--- src/pkg/mcl_params.svh ---
// Bit positions, ranges and reset values for the low command word decoder
`ifndef MCL_PARAMS_SVH
`define MCL_PARAMS_SVH
`define MCL_HI_ABS_MOVE      0
`define MCL_HI_REL_MOVE      1
`define MCL_HI_JOG_CW        7
`define MCL_HI_JOG_CCW       8
`define MCL_HI_RESET_ERRORS  10
`define MCL_HI_PROGRAM_MOVE  11
`define MCL_HI_RUN_ASSEMBLED 13
`define MCL_HI_CONFIG_MODE   15
`define MCL_CUR_SEL_ON_FLY   2'h2
`define MCL_CUR_MIN          16'h0001
`define MCL_CUR_MAX          16'h0028
`define MCL_CUR_RESET        6'h0A
`define MCL_PCT_FULL         7'h64
`endif

--- src/pkg/mcl_pkg.sv ---
// Types shared by the low command word decoder
package mcl_pkg;
    typedef struct packed {
        logic       driver_current_on;
        logic       reserved_14;
        logic       general_output_state;
        logic       reserved_12;
        logic       network_home_proximity;
        logic       clear_driver_fault;
        logic       assembled_move_kind;
        logic       indexed_move_request;
        logic       registration_move_select;
        logic       electronic_gearing_enable;
        logic       save_assembled_move;
        logic       blend_direction;
        logic       hybrid_control_enable;
        logic       encoder_based_move;
        logic       current_select_hi;
        logic       current_select_lo;
    } mcl_low_word_s;

    typedef enum logic [2:0] {
        MCL_RUN    = 3'h1,
        MCL_SAVING = 3'h2,
        MCL_LOCKED = 3'h4
    } mcl_save_e;

    typedef struct packed {
        logic abs_move;
        logic rel_move;
        logic jog_move;
    } mcl_move_kind_s;
endpackage

--- src/hw/mcl_decoder.sv ---
// Decoder for the second (low) motion command word of the stepper indexer
module mcl_decoder #(
    parameter int IDLE_PCT_W = 7
) (
    input  wire logic                 mclk,
    input  wire logic                 rst_n,
    input  wire logic [15:0]          cmd_hi_word,
    input  wire logic [15:0]          cmd_lo_word,
    input  wire logic [15:0]          cmd_word8,
    input  wire logic [15:0]          cmd_word9,
    input  wire logic                 config_valid,
    input  wire logic                 gpo_configured,
    input  wire logic                 net_home_configured,
    input  wire logic                 home_pin,
    input  wire logic                 index_pulse_pin,
    input  wire logic                 start_indexer_pin,
    input  wire logic                 encoder_target_reached,
    input  wire logic                 flash_done,
    input  wire logic                 flash_ok,
    input  wire logic                 motor_idle,
    input  wire logic [IDLE_PCT_W-1:0] idle_reduction_pct,
    output logic                      driver_current_on_q,
    output logic                      general_output_q,
    output logic                      home_event_q,
    output logic                      reset_errors_q,
    output logic                      clear_fault_q,
    output logic                      blend_start_q,
    output logic                      dwell_start_q,
    output logic                      blend_ccw_q,
    output logic [15:0]               dwell_time_q,
    output logic                      move_start_q,
    output mcl_pkg::mcl_move_kind_s   move_kind_q,
    output logic                      registration_q,
    output logic                      encoder_move_q,
    output logic                      decel_start_q,
    output logic                      gearing_q,
    output logic                      hybrid_q,
    output logic                      save_request_q,
    output logic                      led_green_q,
    output logic                      led_red_q,
    output logic                      locked_q,
    output logic [5:0]                base_current_q,
    output logic [5:0]                motor_current_q
);
    import mcl_pkg::*;
    `include "mcl_params.svh"

    // Refused at elaboration unless 7 or 8 bits wide: a narrower percent field would truncate 100 in the idle scaling
    if (IDLE_PCT_W < 7 || IDLE_PCT_W > 8) begin : g_bad_width
        $error("IDLE_PCT_W must be 7 or 8");
    end

    mcl_low_word_s lo;
    assign lo = mcl_low_word_s'(cmd_lo_word);

    // Pin synchronisers; stage one is read only by stage two
    logic [2:0] pin_s1_q;
    logic [2:0] pin_s2_q;
    logic [2:0] pin_prev_q;
    always_ff @(posedge mclk or negedge rst_n) begin
        if (!rst_n) begin
            pin_s1_q   <= 3'h0;
            pin_s2_q   <= 3'h0;
            pin_prev_q <= 3'h0;
        end else begin
            pin_s1_q   <= {start_indexer_pin, index_pulse_pin, home_pin};
            pin_s2_q   <= pin_s1_q;
            pin_prev_q <= pin_s2_q;
        end
    end
    wire [2:0] pin_rise = pin_s2_q & ~pin_prev_q;

    // Command edges from the high word
    logic [15:0] hi_prev_q;
    always_ff @(posedge mclk or negedge rst_n) begin
        if (!rst_n) begin
            hi_prev_q <= 16'h0000;
        end else begin
            hi_prev_q <= cmd_hi_word;
        end
    end
    mcl_save_e save_q;
    mcl_save_e save_d;
    wire locked    = (save_q == MCL_LOCKED);
    // Config mode and the post-save lockout block every new command edge; the program move fall is blocked by the lockout only
    wire can_accept = config_valid && !cmd_hi_word[`MCL_HI_CONFIG_MODE] && !locked;
    wire [15:0] hi_rise = cmd_hi_word & ~hi_prev_q & {16{can_accept}};
    wire rise_abs  = hi_rise[`MCL_HI_ABS_MOVE];
    wire rise_rel  = hi_rise[`MCL_HI_REL_MOVE];
    wire rise_jog  = hi_rise[`MCL_HI_JOG_CW] | hi_rise[`MCL_HI_JOG_CCW];
    wire rise_run  = hi_rise[`MCL_HI_RUN_ASSEMBLED];
    wire rise_rst  = hi_rise[`MCL_HI_RESET_ERRORS];
    wire move_cmd  = rise_abs | rise_rel | rise_jog;
    wire prog_fall = hi_prev_q[`MCL_HI_PROGRAM_MOVE] & ~cmd_hi_word[`MCL_HI_PROGRAM_MOVE] & !locked;

    // Indexed move: held while its command bit stays in the output words
    logic           armed_q;
    mcl_move_kind_s armed_kind_q;
    logic           armed_reg_q;
    logic           armed_enc_q;
    wire [2:0] kind_bits = {rise_abs, rise_rel, rise_jog};
    wire [2:0] armed_bits = {armed_kind_q.abs_move, armed_kind_q.rel_move, armed_kind_q.jog_move};
    wire data_still_valid = |(armed_bits & {cmd_hi_word[`MCL_HI_ABS_MOVE], cmd_hi_word[`MCL_HI_REL_MOVE],
                                            cmd_hi_word[`MCL_HI_JOG_CW] | cmd_hi_word[`MCL_HI_JOG_CCW]});
    wire arm_now   = move_cmd && lo.indexed_move_request;
    wire fire_idx  = armed_q && data_still_valid && pin_rise[2] && !locked;
    wire run_now   = move_cmd && !lo.indexed_move_request;
    wire enc_qual  = (rise_abs | rise_rel) && lo.encoder_based_move;

    always_ff @(posedge mclk or negedge rst_n) begin
        if (!rst_n) begin
            armed_q      <= 1'b0;
            armed_kind_q <= '0;
            armed_reg_q  <= 1'b0;
            armed_enc_q  <= 1'b0;
        end else if (arm_now) begin
            armed_q      <= 1'b1;
            armed_kind_q <= mcl_move_kind_s'(kind_bits);
            armed_reg_q  <= lo.registration_move_select;
            armed_enc_q  <= enc_qual;
        end else if (run_now || rise_run || !data_still_valid || locked) begin
            armed_q <= 1'b0;
        end
    end

    // Move launch and encoder based deceleration
    logic enc_active_q;
    always_ff @(posedge mclk or negedge rst_n) begin
        if (!rst_n) begin
            move_start_q   <= 1'b0;
            move_kind_q    <= '0;
            registration_q <= 1'b0;
            encoder_move_q <= 1'b0;
            enc_active_q   <= 1'b0;
            decel_start_q  <= 1'b0;
        end else begin
            move_start_q  <= run_now | fire_idx;
            decel_start_q <= enc_active_q && encoder_target_reached;
            if (run_now) begin
                move_kind_q    <= mcl_move_kind_s'(kind_bits);
                registration_q <= rise_jog && lo.registration_move_select;
                encoder_move_q <= enc_qual;
                enc_active_q   <= enc_qual;
            end else if (fire_idx) begin
                move_kind_q    <= armed_kind_q;
                registration_q <= armed_kind_q.jog_move && armed_reg_q;
                encoder_move_q <= armed_enc_q;
                enc_active_q   <= armed_enc_q;
            end else if (encoder_target_reached || rise_run) begin
                enc_active_q <= 1'b0;
            end
        end
    end

    // Assembled move start, sampled at the run edge
    always_ff @(posedge mclk or negedge rst_n) begin
        if (!rst_n) begin
            blend_start_q <= 1'b0;
            dwell_start_q <= 1'b0;
            blend_ccw_q   <= 1'b0;
            dwell_time_q  <= 16'h0000;
        end else begin
            blend_start_q <= rise_run && !lo.assembled_move_kind;
            dwell_start_q <= rise_run && lo.assembled_move_kind;
            if (rise_run) begin
                blend_ccw_q  <= lo.blend_direction;
                dwell_time_q <= cmd_word9;
            end
        end
    end

    // Error reset; fault clear relies on the host holding the driver off
    always_ff @(posedge mclk or negedge rst_n) begin
        if (!rst_n) begin
            reset_errors_q <= 1'b0;
            clear_fault_q  <= 1'b0;
        end else begin
            reset_errors_q <= rise_rst;
            clear_fault_q  <= rise_rst && lo.clear_driver_fault;
        end
    end

    // Level controls; reserved bits 14 and 12 are not decoded
    wire home_gate = !net_home_configured || lo.network_home_proximity;
    always_ff @(posedge mclk or negedge rst_n) begin
        if (!rst_n) begin
            driver_current_on_q <= 1'b0;
            general_output_q    <= 1'b0;
            home_event_q        <= 1'b0;
            gearing_q           <= 1'b0;
            hybrid_q            <= 1'b0;
            locked_q            <= 1'b0;
        end else begin
            driver_current_on_q <= lo.driver_current_on && config_valid && !locked;
            general_output_q    <= gpo_configured && lo.general_output_state;
            home_event_q        <= home_gate && (pin_rise[0] || pin_rise[1]);
            gearing_q           <= lo.electronic_gearing_enable && !locked;
            hybrid_q            <= lo.hybrid_control_enable;
            locked_q            <= locked;
        end
    end

    // Save of the assembled move, then lockout until the next reset
    always_comb begin
        save_d = save_q;
        unique case (save_q)
            MCL_RUN: begin
                if (prog_fall && lo.save_assembled_move) begin
                    save_d = MCL_SAVING;
                end
            end
            MCL_SAVING: begin
                if (flash_done) begin
                    save_d = MCL_LOCKED;
                end
            end
            MCL_LOCKED: begin
                save_d = MCL_LOCKED;
            end
            default: begin
                save_d = MCL_LOCKED;
            end
        endcase
    end
    always_ff @(posedge mclk or negedge rst_n) begin
        if (!rst_n) begin
            save_q         <= MCL_RUN;
            save_request_q <= 1'b0;
            led_green_q    <= 1'b0;
            led_red_q      <= 1'b0;
        end else begin
            save_q         <= save_d;
            save_request_q <= (save_q == MCL_RUN) && (save_d == MCL_SAVING);
            if (save_q == MCL_SAVING && flash_done) begin
                led_green_q <= flash_ok;
                led_red_q   <= !flash_ok;
            end
        end
    end

    // On-the-fly base current; older units keep select 00 so this never fires
    wire cur_in_range = (cmd_word8 >= `MCL_CUR_MIN) && (cmd_word8 <= `MCL_CUR_MAX);
    wire cur_take     = ({lo.current_select_hi, lo.current_select_lo} == `MCL_CUR_SEL_ON_FLY)
                        && cur_in_range && !locked;
    wire [5:0]  pct_sat  = (idle_reduction_pct > IDLE_PCT_W'(`MCL_PCT_FULL)) ? 6'h3F : 6'h00;
    wire [6:0]  pct_lim  = (pct_sat != 6'h00) ? `MCL_PCT_FULL : idle_reduction_pct[6:0];
    wire [12:0] cut_prod = 13'(base_current_q) * 13'(pct_lim);
    wire [12:0] cut_amt  = cut_prod / 13'(`MCL_PCT_FULL);
    wire [5:0]  idle_cur = base_current_q - cut_amt[5:0];
    always_ff @(posedge mclk or negedge rst_n) begin
        if (!rst_n) begin
            base_current_q  <= `MCL_CUR_RESET;
            motor_current_q <= `MCL_CUR_RESET;
        end else begin
            if (cur_take) begin
                base_current_q <= cmd_word8[5:0];
            end
            motor_current_q <= motor_idle ? idle_cur : base_current_q;
        end
    end
endmodule

--- config.mk ---
export PLATFORM = sky130hd
export DESIGN_NAME = mcl_decoder
export DESIGN_NICKNAME = d
export VERILOG_FILES = /design/src/pkg/mcl_pkg.sv /design/src/hw/mcl_decoder.sv
export VERILOG_INCLUDE_DIRS = /design/src /design/src/pkg
export SDC_FILE = /design/constraint.sdc
export NUM_CORES = 1
export LEC_CHECK = 0
export BUFFER_PORTS_ARGS = -buffer_cell sky130_fd_sc_hd__buf_2
export CORE_UTILIZATION = 55
export CTS_CLUSTER_SIZE = 12
export DETAILED_ROUTE_END_ITERATION = 7
export GPL_TIMING_DRIVEN = 0
export HOLD_SLACK_MARGIN = 0.12
export PLACE_DENSITY = 0.84
export SLEW_MARGIN = 25
export SYNTH_ARGS = -nofsm -noshare
export SYNTH_HDL_FRONTEND = slang
export SYNTH_SLANG_ARGS = --single-unit
export TNS_END_PERCENT = 30
--- constraint.sdc ---
create_clock -name mclk -period 9.5 [get_ports mclk]
set_input_delay 0.475 -clock mclk [delete_from_list [all_inputs] [get_ports mclk]]
set_output_delay 0.475 -clock mclk [all_outputs]
set_load 0.01 [all_outputs]
---- Word level (Yosys, flattened, before mapping) ----
Index checks and enable logic that the tools add are counted.
word-level totals
  bits in registers ....................... 82
  input port bits ......................... 83
  output and inout bits ................... 49
  word-level logic and storage cells ...... 121
operators by class
  add/sub/neg operators ................... 1
  $mul .................................... 1
  div/mod/pow operators ................... 1
  order comparisons ....................... 3
  eq/ne operators ......................... 5
  multiplexer cells ....................... 17
  bitwise operators ....................... 14
  reduce and logical (&&, ||, !) cells .... 43
operators with widths
  operator                                                            count
  AND 14 bit                                                          2
  logical AND 1 bit                                                   25
  greater-or-equal comparator 16 x 1 -> 1 bit, second input constant  1
  less-or-equal comparator 16 x 6 -> 1 bit, second input constant     1
  NOT 14 bit                                                          1
  divider 13 x 7 -> 13 bit, second input constant                     1
  multiplier 6 x 7 -> 13 bit                                          1
  2-to-1 mux 3 bit                                                    4
  2-to-1 mux 6 bit                                                    2
  2-to-1 mux 1 bit                                                    9
  > comparator 7 bit, second input constant                           1
  zero test 1 bit                                                     7
  2-to-1 mux 7 bit                                                    1
  AND 3 bit                                                           2
  equality test 3 x 2 -> 1 bit, second input constant                 2
  logical OR 1 bit                                                    6
  case mux 3 bit (2 select lines)                                     1
  nonzero test 6 bit                                                  1
  subtractor 6 bit                                                    1
  bitwise OR 1 bit                                                    5
  nonzero test 2 bit                                                  2
  equality test 3 x 1 -> 1 bit, second input constant                 1
  equality test 3 bit, second input constant                          1
  NOT 3 bit                                                           1
  5 further kinds                                                     6

---- Logic depth before layout (Yosys ltp) ----
Gate-level depths: netlist (run 1).
  word-level depth ........................ 12
  mapped depth ............................ 40
  depth with buffers taken out ............ 37

---- Worst setup path after synthesis (run 1) ----
Ideal clock, no wire load.
  path type ............................... input to register
  start point ............................. input port idle_reduction_pct[0]
  end point ............................... register motor_current_q[4]
  setup time .............................. 0.125 ns
  arrival time ............................ 8.052 ns
  required time ........................... 9.375 ns
  slack ................................... 1.324 ns
  stages .................................. 36
  path buffers ............................ 2
  cell sequence ........................... o21ai_0 > a21oi_1 > or2_2 > and2_1 > fa_1 > fa_1 > inv_1 > fa_1 > inv_1 > ha_1 > buf_6 > a21o_1 > a31o_1 > or3_4 > a211oi_2 > o21ai_1 > a22o_1 > a32oi_2 > mux2i_4 > nand2_1 > o211ai_1 > o31a_1 > buf_6 > a311oi_1 > o311ai_1 > a22o_1 > o2111a_1 > o21ai_1 > a32o_1 > ha_1 > fa_1 > inv_1 > a21o_1 > a21oi_1 > xnor2_1 > mux2_2
between the ends
  word-level cells in the longest chain between the ends .. 8
RTL lines
  item                          RTL line            source
  from (decl)                   mcl_decoder.sv:21   input wire logic [IDLE_PCT_W-1:0] idle_reduction_pct,
  > comparator 7 bit            mcl_decoder.sv:245  wire [5:0] pct_sat = (idle_reduction_pct > IDLE_PCT_W'(`MCL_PCT_FULL)) ? 6'h3F : 6'h00;
  2-to-1 mux 6 bit              mcl_decoder.sv:245
  nonzero test 6 bit            mcl_decoder.sv:246  wire [6:0] pct_lim = (pct_sat != 6'h00) ? `MCL_PCT_FULL : idle_reduction_pct[6:0];
  2-to-1 mux 7 bit *            mcl_decoder.sv:246
  multiplier 6 x 7 -> 13 bit *  mcl_decoder.sv:247  wire [12:0] cut_prod = 13'(base_current_q) * 13'(pct_lim);
  divider 13 x 7 -> 13 bit *    mcl_decoder.sv:248  wire [12:0] cut_amt = cut_prod / 13'(`MCL_PCT_FULL);
  subtractor 6 bit *            mcl_decoder.sv:249  wire [5:0] idle_cur = base_current_q - cut_amt[5:0];
  2-to-1 mux 6 bit *            mcl_decoder.sv:258  motor_current_q <= motor_idle ? idle_cur : base_current_q;
  to (signal assigned)          mcl_decoder.sv:253  motor_current_q <= `MCL_CUR_RESET;
  to (signal assigned)          mcl_decoder.sv:258
  to (decl)                     mcl_decoder.sv:43   output logic [5:0] motor_current_q
Every way passes the cells marked *; elsewhere a longest branch is shown, timed or not.
A chain may end at the register's enable or synchronous reset.

---- Final worst setup path (run 1) ----
Ends and elaborated chain as after synthesis.

==> results of run 1 <==
[cell families after synthesis]
group	synth area share, %
simple gates	19.5
fa+ha+maj	14.1
compound gates	20.0
mux	6.72
flops	34.3
xor+xnor	1.91
buf+inv	3.46
[sequential cells by signal (all words and copies together) (netlist names), 3 cells and up]
signal           count
pin_prev_q           3
pin_s2_q             3
armed_bits           3
pin_s1_q             3
move_kind_q          3
hi_prev_q            7
dwell_time_q        16
base_current_q       6
motor_current_q      6
save_q               3
[per-stage QoR]
step	util (%)	setup slack, ps	std cells	hold WS [ps]	power, mW
CTS	66.5	628	827	121	0.618
detailed placement	64.6	339	812	335	0.379
floorplan	-	1320	558	179	0.347
finish	66.7	471	829	111	0.613
global placement	64.4	619	811	333	0.375
global route	66.6	102	827	147	0.634
[final cells by class]
| class | instances | area [sq um] |
|---|---|---|
| Buffer | 12 | 62.6 |
| Clock inverter | 6 | 65.1 |
| Inverter | 34 | 128 |
| Clock buffer | 9 | 124 |
| Tap cell | 133 | 166 |
| Antenna cell | 2 | 5.00 |
| Sequential cell | 75 | 1880 |
| Fill cell | 791 | 3240 |
| Multi-Input combinational cell | 437 | 3430 |
| Timing Repair Buffer | 121 | 623 |
[cells in the final DEF (no fill, tap or decap), types with 8 or more instances in the layout]
master	netlist	layout
nor2_1	34	34
and3_1	17	17
clkbuf_1	8	8
o21ai_0	15	15
xnor2_1	8	8
ha_1	26	26
a21oi_1	34	34
inv_1	34	34
nand2b_1	9	9
nand2_1	43	43
buf_2	2	121
dfrtp_1	70	70
mux2_2	29	29
and2_1	38	38
a21o_1	11	11
clkbuf_8	0	9
fa_1	22	22
nor2b_1	9	9
[layer usage]
layer	GRT usage, %	part of all wire [%]
met5	0	0
met2	46.3	51
met3	5.68	5.8
met1	32.9	41
met4	10.4	2.4
[critical path: cells and delay by family]
| family | cells | cell delay, ps |
|---|---|---|
| XOR/XNOR | 1 | 140 |
| AND/OR/NAND/NOR | 8 | 2370 |
| buffers and inverters | 4 | 280 |
| multiplexers | 1 | 280 |
| AO/OA/AOI/OAI | 13 | 3160 |
| adder cells (fa/ha/maj) | 6 | 2530 |
[where the power goes]
group / internal, mW / switching (mW)
clock network: 0.120 / 0.121
logic: 0.0195 / 0.0227
registers: 0.327 / 0.00303
total: 0.467 / 0.147
[final timing paths]
check                                           to  cells past startpoint  slack [ps]                  start
worst max-delay path            motor_current_q[4]                     33         470  idle_reduction_pct[0]
worst min-delay path                   armed_reg_q                      1         110                  rst_n
worst max register to register  motor_current_q[4]                     31         540      base_current_q[5]
worst min register to register         pin_s2_q[0]                      0         350            pin_s1_q[0]
max in group asynchronous                  armed_q                      2        8830                  rst_n
min in group mclk                      pin_s1_q[2]                      1         240      start_indexer_pin
==> metrics.log, run 1 <==
[metrics] run status: finished, final reports clean
[metrics] overall die height: 102 um
[metrics] proportion of netlist area held by the largest area contributor: between 30% and 40%
[metrics] Core Footprint: 0.00973 sq mm
[metrics] number of CTS-inserted buffers: 9
[metrics] final hold violation count: 0
[metrics] actual slew at the worst max-slew pin: 721 ps
[metrics] IO Pins: 132
[metrics] PD cells: 94.6 mW/mm^2
[metrics] maximum number of pins on one net before global-route repair: 42
[metrics] Routed Wire Length: 13300 um
[metrics] library cell used as clock root buffer: clkbuf_8
[metrics] cts repair resizes: 0
[metrics] fmax: 111 MHz
[metrics] critical path's largest stage delay: about 620 ps
[metrics] Synth-to-Final Area Change: 18.1%
[metrics] cell area after technology mapping: about 0.0055 sq mm
[metrics] Worst path slowest cell: nor3_2
[metrics] Ys Warns: 0
[metrics] top_reg_cell synth: dfrtp_1
[metrics] path type of the worst min-delay path: in -> async
[metrics] arrival time of the worst setup path: ~9000 ps
[metrics] H-tree lvl count: 3
[metrics] peak fanout along the critical path: 10
[metrics] effective utilization at floorplan: ~56%
[metrics] placed inst area: 0.00628 sq mm
[metrics] ratio of final minimum period to clock period: roughly 95%
[metrics] net count after synthesis: 689
[metrics] post-synthesis cell count: 558
[metrics] Startpoint Class: input pin
[metrics] die outline width: between 100 and 150 um
[metrics] Wirelength per Cell: approximately 16 um
[metrics] most frequent cell on the critical path: fa_1
[metrics] Max-Cap Viols: 0
[metrics] endpoint kind of the worst setup timing path: register
[metrics] CTS hold repair buffers: 0
[metrics] drt via density: 5.83
[metrics] minimum period implied by the final worst setup slack: 9030 ps
[metrics] GRT Residual Overflow: 0
[metrics] RSZ-0062 raised after global routing: no
[metrics] deepest clock path buffer count: 2
[metrics] Seq cells post-synth: 75
[metrics] Peak VDD IR: 0.0940 mV
[metrics] leakage power: 3.29 nW
[metrics] vias: 4833
[metrics] number of antenna violations at the first check in global routing: 0
[metrics] sequential share of the synthesized area: 34.3%
[metrics] via count of the first global-routing pass: 4837
[metrics] number of synthesized flops with an enable pin: 0
[metrics] global placer's final weighted congestion: 0.880
[metrics] Final Slew Violations: 0
[metrics] Clock Latency Late Sink: 340 ps
[metrics] normalized max-slew margin: 51.7%
[metrics] Design Area, Final: 0.00649 sq mm
[metrics] detailed-router iteration count before antenna repair: 5
[metrics] number of nets with antenna violations after detailed routing: 0
[metrics] most used standard cell by instance count after synthesis: dfrtp_1
[metrics] final-layout setup total negative slack: 0 ps
[metrics] half-perimeter wire length after detailed placement: around 10000 um
[metrics] TritonCTS clock tree: built
[metrics] ratio of cells with drive above 1 in the final layout: 29.4%
[metrics] Distinct cells, synth: 85
[metrics] main area contributors after synthesis: dfrtp_1, fa_1, mux2_2, ha_1, and2_1
[metrics] WS Path Type: in -> reg
[metrics] Clock Skews: between 6 and 7 ps
[metrics] first-pass GRT wire length: 21900 um
[metrics] overall die area: 0.0104 sq mm
[metrics] global-route total usage across every layer: between 20% and 30%
[metrics] placement row count: 36
[metrics] Post-layout nets: 821
[metrics] count of buffers from port buffering: 120
[metrics] count of clock tree sinks: 75
[metrics] mean post-synth cell area: a little under 10 sq um
[metrics] data required time of the worst path: ~9700 ps
[metrics] async set-or-reset flop fraction in the synthesized netlist: 100%
[metrics] Setup violations, final: 0
[metrics] biggest area consumer among synthesized cells: dfrtp_1
[metrics] count of routing violations after the opening detailed-route iteration: 242
[metrics] number of buffers inserted to repair setup after CTS: 0
[metrics] cell types with the highest counts after synthesis: dfrtp_1, nand2_1, and2_1
[metrics] Remaining DRCs: 0
[metrics] clock input transition at the sequential cells of the worst setup and hold paths: 80 ps
(Power assumes the default switching activity.)
==> inputs of run 2 (changes only) <==
--- a/config.mk
+++ b/config.mk
@@ -12,7 +12,7 @@
 export DETAILED_ROUTE_END_ITERATION = 7
 export GPL_TIMING_DRIVEN = 0
 export HOLD_SLACK_MARGIN = 0.12
-export PLACE_DENSITY = 0.84
+export PLACE_DENSITY = 0.82
 export SLEW_MARGIN = 25
 export SYNTH_ARGS = -nofsm -noshare
 export SYNTH_HDL_FRONTEND = slang
==> run 2 against run 1 <==
Via count fell by 2.1%; fmax rose by 2.4%; flip-flop and latch count did not move; highest routed layer unchanged.
==> metrics.log, run 2 (synthesis gave the netlist of run 1 again) <==
[metrics] final hold violation count: 0 (unchanged)
[metrics] H-tree lvl count: 3 (unchanged)
[metrics] Wirelength per Cell: 15.4 um (-4.3%)
[metrics] count of clock tree sinks: 75 (unchanged)
[metrics] clock input transition at the sequential cells of the worst setup and hold paths: 100 ps (+20 ps)
[metrics] endpoint kind of the worst setup timing path: register
[metrics] largest registers in the final layout: dwell_time_q: 16 flops, hi_prev_q: 7 flops
[metrics] Clock Latency Late Sink: 360 ps (+20 ps)
[metrics] library cell used as clock root buffer: clkbuf_8
[metrics] die outline width: 102 um (unchanged)
[metrics] TritonCTS clock tree: built
[metrics] run status: finished, final reports clean
[metrics] half-perimeter wire length after detailed placement: 10200 um (-2.5%)
[metrics] register containing the most flip-flops in the final layout: dwell_time_q
[metrics] Max-Cap Viols: 0 (unchanged)
[metrics] via count of the first global-routing pass: 4626 (-4.4%)
[metrics] deepest clock path buffer count: 2 (unchanged)
[metrics] arrival time of the worst setup path: 9050 ps (-200 ps)
[metrics] peak fanout along the critical path: 10 (unchanged)
[metrics] critical path's largest stage delay: 570 ps (-50 ps)
[metrics] drt via density: 5.71 (-2.1%)
[metrics] overall die height: 102 um (unchanged)
[metrics] number of antenna violations at the first check in global routing: 0 (unchanged)
[metrics] global placer's final weighted congestion: 0.840 (-4.5%)
[metrics] worst path bufs/invs: 6 (+2)
[metrics] Setup violations, final: 0 (unchanged)
[metrics] leakage power: 3.30 nW (+0.33%)
[metrics] Post-layout nets: 822 (+0.12%)
[metrics] minimum period implied by the final worst setup slack: 8820 ps (-213 ps)
[metrics] Core Footprint: 0.00973 sq mm (unchanged)
[metrics] WS Path Type: in -> reg
[metrics] vias: 4731 (-2.1%)
[metrics] Synth-to-Final Area Change: 18.4%
[metrics] part of the total power dissipated in sequential elements: 53.5% (-0.3 points)
[metrics] most common library cell in the layout ignoring fill and taps: buf_2
[metrics] Final Slew Violations: 0 (unchanged)
[metrics] internal reg-to-reg setup slack: 730 ps (+190 ps)
[metrics] count of buffers from port buffering: 120 (unchanged)
[metrics] data required time of the worst path: 9730 ps (about the same)
[metrics] ant diodes: 0 (-2)
[metrics] Worst path slowest cell: fa_1
[metrics] number of buffers inserted to repair setup after CTS: 0 (unchanged)
[metrics] fmax: 113 MHz (+2.4%)
[metrics] placement row count: 36 (unchanged)
[metrics] PD cells: 94.7 mW/mm^2 (+0.18%)
[metrics] cell class contributing the biggest share of worst-path delay: adder cells
[metrics] net switching component of the power: 0.165 mW (+12%)
[metrics] max reg flops: 16 (unchanged)
[metrics] Routed Wire Length: 12800 um (-4.3%)
[metrics] maximum number of pins on one net before global-route repair: 55 (+31%)
[metrics] ratio of cells with drive above 1 in the final layout: 29.3% (-0.084 points)
[metrics] share of total power in the clock network: 39.5% (+0.2 points)
[metrics] path type of the worst min-delay path: in -> reg
[metrics] number of nets with antenna violations after detailed routing: 0 (unchanged)
[metrics] final-layout setup total negative slack: 0 ps (unchanged)
[metrics] first-pass GRT wire length: 21000 um (-4.1%)
[metrics] highest-count cells in the layout ignoring fill and taps: buf_2, dfrtp_1, nand2_1
[metrics] GRT Residual Overflow: 0 (unchanged)
[metrics] internal power summed over all cells: 0.451 mW (-3.3%)
[metrics] Remaining DRCs: 0 (unchanged)
[metrics] ratio of final minimum period to clock period: 92.8% (-2.2 points)
[metrics] number of CTS-inserted buffers: 9 (unchanged)
[metrics] count of routing violations after the opening detailed-route iteration: 276 (+14%)
[metrics] global-route total usage across every layer: 25.8% (-0.97 points)
[metrics] final core area utilization: 66.9% (+0.18 points)
[metrics] Startpoint Class: input pin
[metrics] Peak VDD IR: 0.0899 mV (-4.4%)
[metrics] effective utilization at floorplan: 56.5% (unchanged)
[metrics] cts repair resizes: 0 (unchanged)
[metrics] detailed-router iteration count before antenna repair: 4 (-1)
[metrics] overall die area: 0.0104 sq mm (unchanged)
[metrics] RSZ-0062 raised after global routing: no
[metrics] logic gate share of total power: 7.0% (about the same)
[metrics] CTS hold repair buffers: 1 (+1)
[metrics] Clock Skews: 15.2 ps (+8.24 ps)
[metrics] IO Pins: 132 (unchanged)
[metrics] fraction of power spent switching nets: 26.8% (+2.9 points)
[metrics] actual slew at the worst max-slew pin: 656 ps (-65.1 ps)
[metrics] normalized max-slew margin: 56.2% (+4.5 points)
-- run 2: worst paths after layout --
kind | start | cells after the start | to
worst max register to register | base_current_q[5] | 33 | motor_current_q[4]
min in group asynchronous | rst_n | 2 | pin_s2_q[0]
worst max-delay path | idle_reduction_pct[5] | 36 | motor_current_q[4]
worst min-delay path | start_indexer_pin | 1 | pin_s1_q[2]
worst min register to register | pin_s1_q[0] | 0 | pin_s2_q[0]
max in group asynchronous | rst_n | 3 | base_current_q[3]
-- run 2: layer usage --
metal	vias up	track usage [%]	share of wire [%]
li1	2275	-	-
met1	2274	32.9	42
met2	167	44.4	50
met3	15	6.02	6.2
met4	0	6.59	1.2
met5	-	0	0
-- run 2: power by group through the flow --
stage	Combinational, mW	Clock (mW)	Sequential [mW]
floorplan	0.00995	0	0.338
global placement	0.0402	0	0.336
detailed placement	0.0433	0	0.336
CTS	0.0438	0.249	0.330
global route	0.0483	0.259	0.331
finish	0.0432	0.243	0.330
-- run 2: through the flow --
step	cell area [sq um]	setup slack, ps	hold WS (ps)	instances	power, mW
2_1_floorplan	5490	1320	179	558	0.347
4_1_cts	6500	792	195	829	0.623
6_report	6500	684	213	829	0.616
3_5_place_dp	6290	435	336	812	0.379
5_1_grt	6500	37.1	190	829	0.638
3_3_place_gp	6260	611	333	811	0.376
-- run 2: worst reg2reg max path, delay by kind of cell, from the launching register on --
| family | cells | cell delay (ps) |
|---|---|---|
| simple gates | 8 | 2110 |
| compound gates | 12 | 2520 |
| xor+xnor | 1 | 130 |
| flops | 1 | 350 |
| fa+ha+maj | 6 | 2640 |
| mux | 1 | 290 |
| buf+inv | 5 | 590 |
-- run 2: layout make-up --
class / instances / area (sq um)
Multi-Input combinational cell: 437 / 3430
Fill cell: 767 / 3220
Sequential cell: 75 / 1880
Timing Repair Buffer: 122 / 641
Tap cell: 133 / 166
Inverter: 34 / 128
Clock buffer: 9 / 124
Clock inverter: 7 / 75.1
Buffer: 12 / 62.6
==> inputs of run 3 (changes only) <==
--- a/config.mk
+++ b/config.mk
@@ -6,6 +6,7 @@
 export SDC_FILE = /design/constraint.sdc
 export NUM_CORES = 1
 export LEC_CHECK = 0
+export ABC_AREA = 1
 export BUFFER_PORTS_ARGS = -buffer_cell sky130_fd_sc_hd__buf_2
 export CORE_UTILIZATION = 55
 export CTS_CLUSTER_SIZE = 12
==> run 3 against run 2 <==
Clock skew barely moved; clock power shrank 7%; final cell count grew 17%; area after synthesis fell by 2.9%; critical path type unchanged.
==> metrics.log, run 3 <==
[metrics] die outline width: 100 um (-1.4%)
[metrics] Design Area, Final: 0.00632 sq mm (-2.9%)
[metrics] library cell used as clock root buffer: clkbuf_8
[metrics] data required time of the worst path: 9770 ps (+40 ps)
[metrics] GRT Residual Overflow: 0 (unchanged)
[metrics] critical path's largest stage delay: 530 ps (-40 ps)
[metrics] count of buffers from port buffering: 121 (+0.83%)
[metrics] normalized max-slew margin: 62.7% (+6.6 points)
[metrics] area taken by flip-flops and latches: 0.00188 sq mm (unchanged)
[metrics] final hold violation count: 0 (unchanged)
[metrics] WS Path Type: in -> reg
[metrics] via count of the first global-routing pass: 4908 (+6.1%)
[metrics] number of CTS-inserted buffers: 9 (unchanged)
[metrics] number of antenna violations at the first check in global routing: 0 (unchanged)
[metrics] async set-or-reset flop fraction in the synthesized netlist: 100% (unchanged)
[metrics] peak fanout along the critical path: 6 (-4)
[metrics] net count after synthesis: 830 (+20%)
[metrics] Clock Latency Late Sink: 340 ps (-20 ps)
[metrics] TritonCTS clock tree: built
[metrics] proportion of netlist area held by the largest area contributor: 32.8% (+0.96 points)
[metrics] internal reg-to-reg setup slack: 1960 ps (+1230 ps)
[metrics] count of clock tree sinks: 75 (unchanged)
[metrics] power after layout: 0.615 mW (-0.20%)
[metrics] highest-count cells in the layout ignoring fill and taps: nand2_1, inv_1, buf_2
[metrics] most frequent cell on the critical path: nand2_2
[metrics] ratio of cells with drive above 1 in the final layout: 24.1% (-5.2 points)
[metrics] max reg flops: 16 (unchanged)
[metrics] PD cells: 97.3 mW/mm^2 (+2.8%)
[metrics] final-layout setup total negative slack: 0 ps (unchanged)
[metrics] Worst path slowest cell: fa_1
[metrics] H-tree lvl count: 3 (unchanged)
[metrics] Startpoint Class: input pin
[metrics] RSZ-0062 raised after global routing: no
[metrics] leakage power: 3.85 nW (+17%)
[metrics] clock input transition at the sequential cells of the worst setup and hold paths: 90 ps (about the same)
[metrics] Peak VDD IR: 0.0760 mV (-15%)
[metrics] final core area utilization: 67.7% (+0.87 points)
[metrics] placed inst area: 0.00612 sq mm (-2.7%)
[metrics] top_reg_cell synth: dfrtp_1
[metrics] biggest area consumer among synthesized cells: dfrtp_1
[metrics] Routed Wire Length: 12000 um (-5.7%)
[metrics] most common library cell in the layout ignoring fill and taps: nand2_1
[metrics] number of buffers inserted to repair setup after CTS: 0 (unchanged)
[metrics] Ys Warns: 0 (unchanged)
[metrics] Setup violations, final: 0 (unchanged)
[metrics] cell area after technology mapping: 0.00533 sq mm (-2.9%)
[metrics] Clock Skews: 15.1 ps (-0.0896 ps)
[metrics] drt via density: 5.05 (-12%)
[metrics] most used standard cell by instance count after synthesis: nand2_1
[metrics] Remaining DRCs: 0 (unchanged)
[metrics] main area contributors after synthesis: dfrtp_1, nand2_1, inv_1, fa_1, ha_1
[metrics] first-pass GRT wire length: 21100 um (+0.43%)
[metrics] placement row count: 35 (-2.8%)
[metrics] arrival time of the worst setup path: 7950 ps (-1100 ps)
[metrics] global-route total usage across every layer: 25.9% (+0.051 points)
[metrics] post-synthesis cell count: 699 (+25%)
[metrics] vias: 4882 (+3.2%)
[metrics] overall die height: 100 um (-1.4%)
[metrics] run status: finished, final reports clean
[metrics] effective utilization at floorplan: 57.2% (+0.71 points)
[metrics] Core Footprint: 0.00933 sq mm (-4.1%)
[metrics] Synth-to-Final Area Change: 18.4% (about the same)
[metrics] half-perimeter wire length after detailed placement: 9810 um (-3.3%)
[metrics] overall die area: 0.0101 sq mm (-2.9%)
[metrics] Distinct cells, synth: 40 (-53%)
[metrics] ant diodes: 0 (unchanged)
[metrics] mean post-synth cell area: 7.63 sq um (-22%)
[metrics] Wirelength per Cell: 12.4 um (-19%)
[metrics] Max-Cap Viols: 0 (unchanged)
[metrics] count of routing violations after the opening detailed-route iteration: 180 (-35%)
[metrics] number of nets with antenna violations after detailed routing: 0 (unchanged)
[metrics] actual slew at the worst max-slew pin: 555 ps (-101 ps)
[metrics] area taken by multi-input logic gates: 0.00294 sq mm (-14%)
[metrics] ratio of final minimum period to clock period: 80.8% (-12 points)
[metrics] minimum period implied by the final worst setup slack: 7680 ps (-1140 ps)
[metrics] largest registers in the final layout: dwell_time_q: 16 flops, hi_prev_q: 7 flops
[metrics] detailed-router iteration count before antenna repair: 5 (+1)
[metrics] cell types with the highest counts after synthesis: nand2_1, inv_1, dfrtp_1
[metrics] Post-layout nets: 964 (+17%)
[metrics] global placer's final weighted congestion: 0.840 (about the same)
[metrics] sequential share of the synthesized area: 35.3% (+1.0 points)
[metrics] Final Slew Violations: 0 (unchanged)
[metrics] fmax: 130 MHz (+15%)
[metrics] cts repair resizes: 0 (unchanged)
[metrics] IO Pins: 132 (unchanged)
[metrics] path type of the worst min-delay path: in -> reg
[metrics] deepest clock path buffer count: 2 (unchanged)
[metrics] endpoint kind of the worst setup timing path: register
[metrics] final-layout fill cell count: 788 (+2.7%)
[metrics] number of synthesized flops with an enable pin: 0 (unchanged)
[metrics] register containing the most flip-flops in the final layout: dwell_time_q
[metrics] maximum number of pins on one net before global-route repair: 45 (-18%)
[metrics] Seq cells post-synth: 75 (unchanged)
run 3: cell count changes after synthesis, moves of 9 or more:
| cell | before | now |
|---|---|---|
| a21o_1 | 11 | 2 |
| inv_1 | 34 | 124 |
| and2_1 | 38 | 0 |
| nor2b_1 | 9 | 0 |
| nand2_2 | 0 | 19 |
| nand3_1 | 7 | 32 |
| nand2b_1 | 9 | 0 |
| and3_1 | 17 | 1 |
| mux2_2 | 29 | 5 |
| nor2_1 | 34 | 56 |
| nand2_1 | 43 | 204 |
| a21oi_1 | 34 | 14 |
run 3: worst paths after layout:
check / from / endpoint / cells past startpoint
setup / recovery: idle_reduction_pct[4] / motor_current_q[5] / 56
hold / removal: start_indexer_pin / pin_s1_q[2] / 1
setup reg to reg: base_current_q[5] / motor_current_q[5] / 54
hold reg to reg: pin_s1_q[0] / pin_s2_q[0] / 0
max in group asynchronous: rst_n / save_q[0] / 3
min in group asynchronous: rst_n / decel_start_q / 2
run 3: layout make-up:
class | instances | share of cell area [%]
clock inverter | 7 | 0.951
sequential | 75 | 29.8
multi-input combinational | 487 | 46.5
tap | 129 | 2.55
timing repair buffer | 123 | 10.1
clock buffer | 9 | 1.96
buffer | 5 | 0.297
inverter | 132 | 7.84
run 3: metrics by stage:
step | worst slack (ps) | hold WS [ps] | cells
final | 1820 | 236 | 967
after global routing | 999 | 215 | 967
after CTS | 1780 | 222 | 967
after detailed placement | 1440 | 336 | 950
after global placement | 1680 | 334 | 949
after floorplan | 2430 | 179 | 699
run 3: kinds of logic after synthesis:
group	count (synthesis)	synth area share, %
adder cells (fa/ha/maj)	48	14.4
AND/OR/NAND/NOR	360	31.1
buffers and inverters	137	9.64
multiplexers	5	1.06
AO/OA/AOI/OAI	66	7.25
XOR/XNOR	8	1.31
flip-flops	75	35.3
run 3: per-layer routing:
layer | wire [um] | GRT usage (%) | up-vias | part of all wire (%)
met5 | 0 | 0 | - | 0
met4 | 196 | 7.36 | 0 | 1.6
met3 | 677 | 3.81 | 19 | 5.6
met2 | 5950 | 47.7 | 155 | 49
met1 | 5210 | 31.3 | 2266 | 43
li1 | - | - | 2442 | -
run 3: critical path, delay by kind of cell:
family	cells	cell delay [ps]
xor gates and xnor gates	1	160
AOI/OAI and AO/OA	8	1150
and+or+nand+nor	34	3580
buffers and inverters	8	470
adders and majority gates	5	2110
run 3: what timing repair did:
item,4_1_cts,5_1_grt
endpoints found under the hold margin,29,0
hold buffers,1,0
endpoints found under the setup margin,0,0
run 3: where the power goes:
part	internal, mW	switching (mW)
combinational	0.0226	0.0297
clock	0.0993	0.128
sequential	0.330	0.00538
total	0.452	0.163
